==> config.mk <==
export PLATFORM = sky130hd
export DESIGN_NAME = reqa_top
export DESIGN_NICKNAME = d
export VERILOG_FILES = /design/src/hdl/reqa_pkg.sv /design/src/hdl/reqa_chan.sv /design/src/hdl/reqa_lcyc.sv /design/src/hdl/reqa_top.sv
export SDC_FILE = /design/constraint.sdc
export NUM_CORES = 2
export LEC_CHECK = 0
export ABC_CLOCK_PERIOD_IN_PS = 17950
export BUFFER_PORTS_ARGS = -buffer_cell sky130_fd_sc_hd__clkbuf_2
export CAP_MARGIN = 15
export CORE_MARGIN = 2
export CORE_UTILIZATION = 43
export CTS_CLUSTER_DIAMETER = 80
export DETAILED_ROUTE_END_ITERATION = 16
export PLACE_DENSITY = 0.64
export RECOVER_POWER = 25
export SLEW_MARGIN = 20
export SYNTH_ARGS = -nofsm -noshare
export SYNTH_HDL_FRONTEND = slang
export SYNTH_SLANG_ARGS = --single-unit
==> constraint.sdc <==
create_clock -name pclk -period 17.95 [get_ports pclk]
set_input_delay 0.8975 -clock pclk [delete_from_list [all_inputs] [get_ports pclk]]
set_output_delay 0.8975 -clock pclk [all_outputs]
set_load 0.05 [all_outputs]
==> src/hdl/reqa_pkg.sv <==
package reqa_pkg;
   // ----------------------------------------
   // Widths
   // ----------------------------------------
   localparam int PWR_W = 28;
   localparam int ACC_W = 38;
   localparam int THR_SHIFT = 27;
   localparam int HCC_W = 16;
   localparam int PH_W = 16;
   localparam int ADDR_W = 8;
   // ----------------------------------------
   // Timing
   // ----------------------------------------
   localparam logic [PH_W-1:0] CLK_KHZ = 16'h4e20;
   localparam logic [PH_W-1:0] ACC_KHZ = 16'h0400;
   localparam real ACC_PERIOD_NS = 976.5625;
   localparam real CLK_PERIOD_NS = 50.0;
   localparam int ACC_CYC = $rtoi(ACC_PERIOD_NS / CLK_PERIOD_NS);
   // ----------------------------------------
   // Register offsets
   // ----------------------------------------
   localparam logic [ADDR_W-1:0] OFS_THR = 8'h00;
   localparam logic [ADDR_W-1:0] OFS_HR0 = 8'h04;
   localparam logic [ADDR_W-1:0] OFS_STATUS = 8'h1c;
   localparam logic [ADDR_W-1:0] OFS_MASK = 8'h20;
   localparam logic [ADDR_W-1:0] OFS_LCMODE = 8'h24;
   localparam logic [ADDR_W-1:0] OFS_ACCUMULATION_MODE_REGISTER = 8'h28;
   localparam logic [ADDR_W-1:0] OFS_HCC = 8'h2c;
   // ----------------------------------------
   // Field positions and reset values
   // ----------------------------------------
   localparam int ST_TOT_BIT = 2;
   localparam int ST_FUND_BIT = 3;
   localparam int LC_EN_BIT = 1;
   localparam int ZX_LSB = 3;
   localparam int RDCLR_BIT = 6;
   localparam int REACTIVE_ACCUMULATION_SELECT_LSB = 2;
   localparam int CONNECTION_SELECT_LSB = 4;
   localparam logic [7:0] THR_RST = 8'h03;
   localparam logic [HCC_W-1:0] HCC_RST = 16'h0064;
   // ----------------------------------------
   // Mode codes
   // ----------------------------------------
   localparam logic [1:0] ACCM_POS = 2'h1;
   localparam logic [1:0] ACCM_ABS = 2'h2;
   localparam logic [1:0] CON_DELTA = 2'h1;
   localparam logic [1:0] CON_NEG_A = 2'h3;
endpackage : reqa_pkg

==> src/hdl/reqa_chan.sv <==
`timescale 1ns/10ps
module reqa_chan
   import reqa_pkg::*;
#(
   parameter int PW = PWR_W
)
(
   // Clock and reset
   input wire logic pclk,
   input wire logic presetn,
   // Accumulation control
   input wire logic tick,
   input wire logic signed [PW-1:0] pwr,
   input wire logic [7:0] thr,
   input wire logic [1:0] mode,
   input wire logic lc_en,
   input wire logic lc_done,
   input wire logic rd_clr,
   // Results
   output logic [31:0] hr,
   output logic half_ev
);
   typedef struct packed {
      logic signed [ACC_W-1:0] acc;
      logic [31:0] cnt;
      logic [31:0] hold;
      logic half;
   } reqa_chan_t;

   reqa_chan_t s_r;
   reqa_chan_t s_nxt;
   logic signed [ACC_W-1:0] p;
   logic signed [ACC_W-1:0] th;
   logic signed [ACC_W-1:0] a;
   logic signed [1:0] inc;
   logic [31:0] inc32;
   logic [31:0] c;

   always_comb
   begin
      s_nxt = s_r;
      s_nxt.half = 1'b0;
      inc = 2'sd0;
      case (mode)
         ACCM_POS: p = (pwr < 0) ? '0 : ACC_W'(pwr);
         ACCM_ABS: p = (pwr < 0) ? -ACC_W'(pwr) : ACC_W'(pwr);
         default: p = ACC_W'(pwr);
      endcase
      th = {{(ACC_W-8-THR_SHIFT){1'b0}}, thr, {THR_SHIFT{1'b0}}};
      a = s_r.acc;
      if (tick)
      begin
         a = s_r.acc + p;
         if (a >= th)
         begin
            a = a - th;
            inc = 2'sd1;
         end
         else if (a <= -th)
         begin
            a = a + th;
            inc = -2'sd1;
         end
      end
      s_nxt.acc = a;
      inc32 = {{30{inc[1]}}, inc};
      c = s_r.cnt + inc32;
      if (rd_clr)
      begin
         // A pulse in the clearing cycle is kept, not dropped
         s_nxt.cnt = inc32;
         s_nxt.hold = '0;
      end
      else if (lc_en && lc_done)
      begin
         s_nxt.hold = c;
         s_nxt.cnt = '0;
         s_nxt.half = c[30] ^ s_r.hold[30];
      end
      else
      begin
         s_nxt.cnt = c;
         s_nxt.half = !lc_en && (c[30] ^ s_r.cnt[30]);
      end
   end

   always_ff @(posedge pclk or negedge presetn)
   begin
      if (!presetn)
         s_r <= '0;
      else
         s_r <= s_nxt;
   end

   assign hr = lc_en ? s_r.hold : s_r.cnt;
   assign half_ev = s_r.half;
endmodule : reqa_chan

==> src/hdl/reqa_lcyc.sv <==
`timescale 1ns/10ps
module reqa_lcyc
   import reqa_pkg::*;
(
   // Clock and reset
   input wire logic pclk,
   input wire logic presetn,
   // Zero crossings and setup
   input wire logic [2:0] zx,
   input wire logic [2:0] zx_sel,
   input wire logic en,
   input wire logic [HCC_W-1:0] target,
   // Period end
   output logic done
);
   typedef struct packed {
      logic [HCC_W-1:0] cnt;
      logic done;
   } reqa_lcyc_t;

   reqa_lcyc_t s_r;
   reqa_lcyc_t s_nxt;

   always_comb
   begin
      s_nxt = s_r;
      s_nxt.done = 1'b0;
      if (!en)
         s_nxt.cnt = '0;
      else if (|(zx & zx_sel))
      begin
         if (s_r.cnt + 1'b1 >= target)
         begin
            // Restart at once so periods abut
            s_nxt.cnt = '0;
            s_nxt.done = 1'b1;
         end
         else
            s_nxt.cnt = s_r.cnt + 1'b1;
      end
   end

   always_ff @(posedge pclk or negedge presetn)
   begin
      if (!presetn)
         s_r <= '0;
      else
         s_r <= s_nxt;
   end

   assign done = s_r.done;
endmodule : reqa_lcyc

==> src/hdl/reqa_top.sv <==
// Contract
// - Threshold is unsigned 8 bits, maximum 255, reset value three.
// - First stage adds latest power each accumulation tick; samples arrive at 8 kHz.
// - Six signed 32-bit var-hour registers: three total, three fundamental.
// - Var-hour registers wrap between most positive and most negative.
// - Total half-full flag set when bit 30 of a total register toggles.
// - Fundamental half-full flag, status bit 3, same for fundamental registers.
// - Mask bits 3 and 2 let the flags pull the interrupt low.
// - Writing one to a status bit clears it and releases interrupt.
// - With clear-on-read set, a var-hour register reads then becomes zero.
// - Accumulation sample period is 976.5625 ns.
// - Connection select picks phase B input: normal, A minus C, minus A.
// - Reactive accumulation field chooses how power is accumulated.
// - Line-cycle mode moves accumulators to registers after set half cycles.
// - Line-cycle accumulation active while line-cycle mode bit 1 set.
// - Three select bits choose which phases' zero crossings count.
// - First stage at threshold emits a pulse and subtracts the threshold.
// - Effective threshold is the setting followed by 27 zero bits.
// - Second stage counts pulses in 32-bit accumulators shown on access.
`timescale 1ns/10ps
module reqa_top
   import reqa_pkg::*;
#(
   parameter int PW = PWR_W
)
(
   // Clock and reset
   input wire logic pclk,
   input wire logic presetn,
   // APB slave
   input wire logic psel,
   input wire logic penable,
   input wire logic pwrite,
   input wire logic [ADDR_W-1:0] paddr,
   input wire logic [31:0] pwdata,
   output logic [31:0] prdata,
   output logic pready,
   output logic pslverr,
   // Instantaneous reactive power, total
   input wire logic sample_valid,
   input wire logic signed [PW-1:0] q_tot_a,
   input wire logic signed [PW-1:0] q_tot_b,
   input wire logic signed [PW-1:0] q_tot_c,
   input wire logic signed [PW-1:0] q_tot_ab,
   input wire logic signed [PW-1:0] q_tot_cb,
   // Instantaneous reactive power, fundamental
   input wire logic signed [PW-1:0] q_fund_a,
   input wire logic signed [PW-1:0] q_fund_b,
   input wire logic signed [PW-1:0] q_fund_c,
   input wire logic signed [PW-1:0] q_fund_ab,
   input wire logic signed [PW-1:0] q_fund_cb,
   // Zero crossings, phases C B A
   input wire logic [2:0] zero_cross,
   // Interrupt
   output logic primary_interrupt_n
);
   localparam int TICK_MIN = ACC_CYC;
   localparam int TICK_MAX = ACC_CYC + 1;

   typedef struct packed {
      logic [7:0] thr;
      logic [1:0] st;
      logic [1:0] mask;
      logic clr_en;
      logic lc_en;
      logic [2:0] zero_cross_phase_select;
      logic [1:0] connection_select;
      logic [1:0] reactive_accumulation_select;
      logic [HCC_W-1:0] hcc;
      logic [PH_W-1:0] ph;
      logic tick;
      logic [9:0][PW-1:0] lat;
      logic [31:0] rdata;
   } reqa_top_t;

   reqa_top_t s_r;
   reqa_top_t s_nxt;

   logic setup;
   logic acc_wr;
   logic hit;
   logic [31:0] rd_val;
   logic [PH_W-1:0] ph_sum;
   logic [1:0] st_clr;
   logic [5:0] rd_clr;
   logic [5:0] half;
   logic [2:0] tot_half;
   logic [2:0] fund_half;
   logic lc_done;
   logic [31:0] hr_v [6];
   logic signed [PW-1:0] pw [6];

   // ----------------------------------------
   // Bus decode
   // ----------------------------------------
   assign setup = psel && !penable;
   assign acc_wr = psel && penable && pwrite;
   assign pready = psel && penable;
   assign pslverr = pready && !hit;
   assign prdata = s_r.rdata;
   assign tot_half = half[2:0];
   assign fund_half = half[5:3];

   always_comb
   begin
      hit = 1'b1;
      rd_val = '0;
      rd_clr = '0;
      case (paddr)
         OFS_THR: rd_val = {24'h000000, s_r.thr};
         OFS_STATUS: rd_val = {28'h0000000, s_r.st, 2'h0};
         OFS_MASK: rd_val = {28'h0000000, s_r.mask, 2'h0};
         OFS_LCMODE: rd_val = {25'h0000000, s_r.clr_en, s_r.zero_cross_phase_select, 1'b0, s_r.lc_en, 1'b0};
         OFS_ACCUMULATION_MODE_REGISTER: rd_val = {26'h0000000, s_r.connection_select, s_r.reactive_accumulation_select, 2'h0};
         OFS_HCC: rd_val = {16'h0000, s_r.hcc};
         default:
         begin
            hit = 1'b0;
            for (int i = 0; i < 6; i++)
            begin
               if (paddr == OFS_HR0 + ADDR_W'(4 * i))
               begin
                  hit = 1'b1;
                  rd_val = hr_v[i];
                  rd_clr[i] = setup && !pwrite && s_r.clr_en;
               end
            end
         end
      endcase
   end

   // ----------------------------------------
   // Phase B input by wiring
   // ----------------------------------------
   always_comb
   begin
      for (int k = 0; k < 2; k++)
      begin
         pw[3 * k] = $signed(s_r.lat[5 * k]);
         pw[3 * k + 2] = $signed(s_r.lat[5 * k + 2]);
         case (s_r.connection_select)
            CON_DELTA: pw[3 * k + 1] = PW'($signed(s_r.lat[5 * k + 3]) - $signed(s_r.lat[5 * k + 4]));
            CON_NEG_A: pw[3 * k + 1] = PW'(-$signed(s_r.lat[5 * k + 3]));
            default: pw[3 * k + 1] = $signed(s_r.lat[5 * k + 1]);
         endcase
      end
   end

   // ----------------------------------------
   // Next state
   // ----------------------------------------
   always_comb
   begin
      s_nxt = s_r;
      // Fractional divider: 1024 ticks per 20000 clocks, exact on average
      ph_sum = s_r.ph + ACC_KHZ;
      s_nxt.tick = ph_sum >= CLK_KHZ;
      s_nxt.ph = s_nxt.tick ? ph_sum - CLK_KHZ : ph_sum;
      if (sample_valid)
      begin
         // Held until next sample, so every tick re-adds it
         s_nxt.lat = {q_fund_cb, q_fund_ab, q_fund_c, q_fund_b, q_fund_a,
                      q_tot_cb, q_tot_ab, q_tot_c, q_tot_b, q_tot_a};
      end
      if (setup && !pwrite)
         s_nxt.rdata = rd_val;
      st_clr = '0;
      if (acc_wr)
      begin
         case (paddr)
            OFS_THR: s_nxt.thr = pwdata[7:0];
            OFS_STATUS: st_clr = {pwdata[ST_FUND_BIT], pwdata[ST_TOT_BIT]};
            OFS_MASK: s_nxt.mask = {pwdata[ST_FUND_BIT], pwdata[ST_TOT_BIT]};
            OFS_LCMODE:
            begin
               s_nxt.lc_en = pwdata[LC_EN_BIT];
               s_nxt.zero_cross_phase_select = pwdata[ZX_LSB +: 3];
               s_nxt.clr_en = pwdata[RDCLR_BIT];
            end
            OFS_ACCUMULATION_MODE_REGISTER:
            begin
               s_nxt.reactive_accumulation_select = pwdata[REACTIVE_ACCUMULATION_SELECT_LSB +: 2];
               s_nxt.connection_select = pwdata[CONNECTION_SELECT_LSB +: 2];
            end
            OFS_HCC: s_nxt.hcc = pwdata[HCC_W-1:0];
            default: st_clr = '0;
         endcase
      end
      // A new event in the clearing cycle wins over the clear
      s_nxt.st = (s_r.st & ~st_clr) | {|fund_half, |tot_half};
   end

   always_ff @(posedge pclk or negedge presetn)
   begin
      if (!presetn)
      begin
         s_r <= '0;
         s_r.thr <= THR_RST;
         s_r.hcc <= HCC_RST;
      end
      else
         s_r <= s_nxt;
   end

   assign primary_interrupt_n = !(|(s_r.st & s_r.mask));

   // ----------------------------------------
   // Energy channels
   // ----------------------------------------
   for (genvar g = 0; g < 6; g++)
   begin : g_chan
      reqa_chan #(
         .PW(PW)
      ) u_chan (
         .pclk(pclk),
         .presetn(presetn),
         .tick(s_r.tick),
         .pwr(pw[g]),
         .thr(s_r.thr),
         .mode(s_r.reactive_accumulation_select),
         .lc_en(s_r.lc_en),
         .lc_done(lc_done),
         .rd_clr(rd_clr[g]),
         .hr(hr_v[g]),
         .half_ev(half[g])
      );
   end

   reqa_lcyc u_lcyc (
      .pclk(pclk),
      .presetn(presetn),
      .zx(zero_cross),
      .zx_sel(s_r.zero_cross_phase_select),
      .en(s_r.lc_en),
      .target(s_r.hcc),
      .done(lc_done)
   );
endmodule : reqa_top

==> impl_results.md <==
- Status: complete, but fails checks
- Violated checks: max-capacitance violations, max-slew violations
- Total CTS buffers: 119
- Logic gate share of total power: 0.543
- Cts repair resizes: 0
- Min Tclk post-route: 15.53 ns
- DR vias: 68400
- Sw Share: 0.441
- Total grt overflow: 0
- Area Growth Syn to Fin: 10.4%
- TNS Setup: 0 ns
- Slew headroom: -3.71
- Mapped Cells: 8987
- Worst setup EP type: flop
- Fmax: 64.4 MHz
- Psw: 5.55 mW
- RSZ-0062 raised after global routing: false
- Clock Power Share: 0.210
- Synth top cells by count: dfrtp_1 (991), nor2_1 (924), o21ai_0 (768), a21oi_1 (760), nand2_1 (704)
- I/O pins: 364
- Final hold viol count: 0
- Pwr Density: 148 nW/µm²
- Root Driver: clkbuf_16
- CTS Sinks: 996
- Ys flop type: dfrtp_1
- Drt pass-1 iters: 6
- Worst-path clk slew: 0.06 ns
- Share of layout cells above drive strength 1: 0.126
- Synth cell types: 109
- Syn_area_per_cell: 8.54 µm²
- Initial antenna violation count: 7
- Post-synthesis mux area share: 0.0865
- Post-Syn Nets: 9943
- Chip height: 427 µm
- Area of the multi-input gates: 48800 µm²
- Routed len/inst: 20.1 µm
- DIE WIDTH: 427 µm
- Synth area leaders: dfrtp_1 (32%), ha_1 (9.8%), mux2_2 (5.7%)
- Post-synth EDFFs: 0
- Port bufs: 347
- Internal power: 7.02 mW
- FP Rows: 155
- CP max stage cell: inv_1
- Hold Crit Class: in2reg
- Synth top area share: 0.323
- Vias in the first global route: 65400
- CP max stage delay: 0.52 ns
- Later-pin clock latency in the skew report: 0.84 ns
- Number of setup buffers added after CTS: 0
- Total GRT Usage: 0.247
- CP startpoint kind: flop
- Highest net fanout along the worst path: 13
- Core Region: 178000 µm²
- Layout fillers: 16900
- FF/Latch Area: 24900 µm²
- Top-count cell post-synth: dfrtp_1
- Fin. max-slew vios: 582
- Worst EP arrival: 16.22 ns
- Sequential share of the synthesized area: 0.325
- Hold-fix buffers, CTS: 0
- Synth Area in Simple Gates: 0.168
- Most used cell, CP: or3_1
- Initial Util: 0.431
- # setup viols final: 0
- TritonCTS clock tree: done
- Largest family of logic cells by synthesized area: compound AO/OA/AOI/OAI gates
- Tcrit/Tclk final: 0.865
- CP Class: reg2reg
- Seq cells post-synth: 996
- Post-synthesis async set-or-reset flop share: 1.00
- Post-Synth Adder-Cell Area: 0.105
- Reg power frac: 0.247
- Post-Synth XOR/XNOR Area: 0.0651
- Worst Max-Slew Pin Slew: 7.07 ns
- Peak VDD IR: 121 µV
- Post-DP HPWL: 168000 µm
- First-pass GRT wire length: 362000 µm
- CTS H-Tree Depth: 3
- Final Cell Area: 84800 µm²
- Lkg Pwr: 36.3 nW
- Final wirelength: 232000 µm
- Largest net degree at the start of global routing: 151
- Synth Area in Compound Gates: 0.210
- WP data required: 18.65 ns
- Remaining DRCs: 0
- Antenna Violating Nets Remaining: 0
- Post-Syn Area: 76800 µm²
- Syn. warnings: 0
- Bufs on Longest Clock Path: 3
- Cell Area, Placed: 80500 µm²
- Initial DRC Count: 5532
- Die area: 182000 µm²
- Vias per cell: 5.93
- Synth area leader: dfrtp_1
- Clk_skew: 0.100 ns
- Final net count: 10000
- Routability cong.: 0.907
- Max-Cap Viols: 7
[area by class of cell]
class	count	share of cell area
inverters	338	0.0150
multi-input cells	7187	0.576
clock buffers	160	0.0397
clock inverters	62	0.0112
well taps	2355	0.0348
repair buffers	445	0.0292
flip-flops and latches	996	0.294
diodes	1	0.0000295
[metrics by stage]
stage,util,hold slack [ns],worst slack (ns),std cells,total power [mW]
2_1_floorplan,-,0.411,4.32,8987,8.24
3_3_place_gp,0.452,0.421,2.75,11300,9.66
3_5_place_dp,0.452,0.438,2.54,11300,9.83
4_1_cts,0.476,0.0954,2.43,11500,12.5
5_1_grt,0.476,0.292,1.16,11500,13.6
6_report,0.476,0.315,2.42,11500,12.6
[worst max-delay path, delay by kind of cell (launching register included)]
kind	cells	cell delay (ns)
buffers and inverters	4	0.79
adder cells (fa/ha/maj)	4	1.22
XOR/XNOR	2	0.43
flip-flops	1	0.38
AND/OR/NAND/NOR	27	7.74
AO/OA/AOI/OAI	21	4.86
[flip-flops by register name (all words and copies together) (netlist names)]
register and flops:
pw 112, g_chan.u_chan.half_ev 6, s_r 217, u_lcyc.s_r 16, g_chan.u_chan.s_r 612, prdata 32, u_lcyc.done 1
[metal layers]
layer  vias to the layer above  wire length, µm  global-route usage
met5                         -               46                   0
met2                      2072           105000               0.393
met3                       418            13300              0.0316
met1                     33300           104000               0.341
met4                         6             9490              0.0962
li1                      32600                -                   -
[layout by cell type (no fill, tap or decap), drive strengths merged, types with 51 or more instances in the layout]
master  synthesis  routed
dfrtp         991     991
inv           335     338
and2           68      68
a31oi          80      80
mux2i         216     216
nor4           63      63
a21oi         761     761
or3           140     140
a21o          208     208
o211ai         51      51
o21a          100     100
o22ai         136     136
nand2         704     704
nor3          188     188
o31ai          53      53
ha            603     603
xnor2         375     375
nor2          926     926
mux2          391     391
and3           68      68
xor2          193     193
nor2b          57      57
o21ai         788     788
buf           106      93
o21bai        101     101
nand4          65      65
nand2b         73      73
nand3         242     242
clkbuf        360     512
a211oi         63      63
[kinds of logic after synthesis]
kind of cell,Yosys count
simple gates,2749
compound gates,2633
flops,996
buf+inv,804
fa+ha+maj,627
mux,610
xor+xnor,568
[power by group through the flow]
stage	Sequential, mW	Combinational [mW]	Clock, mW
2_1_floorplan	2.96	5.28	0
3_3_place_gp	3.12	6.54	0
3_5_place_dp	3.13	6.70	0
4_1_cts	3.10	6.75	2.69
5_1_grt	3.17	7.62	2.79
6_report	3.10	6.83	2.64
[path summary, 6_finish.rpt]
check	from	slack (ns)	cells past startpoint	endpoint
setup / recovery	pw[0]$_DFFE_PN0P_	2.42	58	g_chan[5].u_chan.s_r[64]$_DFF_PN0_
hold / removal	q_fund_cb[11]	0.32	3	s_r[295]$_DFFE_PN0P_
setup reg to reg	pw[0]$_DFFE_PN0P_	2.42	58	g_chan[5].u_chan.s_r[64]$_DFF_PN0_
hold reg to reg	g_chan[3].u_chan.half_ev$_DFF_PN0_	0.45	1	s_r[357]$_DFF_PN0_
max in group asynchronous	presetn	6.79	4	s_r[300]$_DFFE_PN0P_
min in group asynchronous	presetn	1.95	1	pw[97]$_DFFE_PN0P_
No activity file was read; power rests on OpenSTA's default activity.
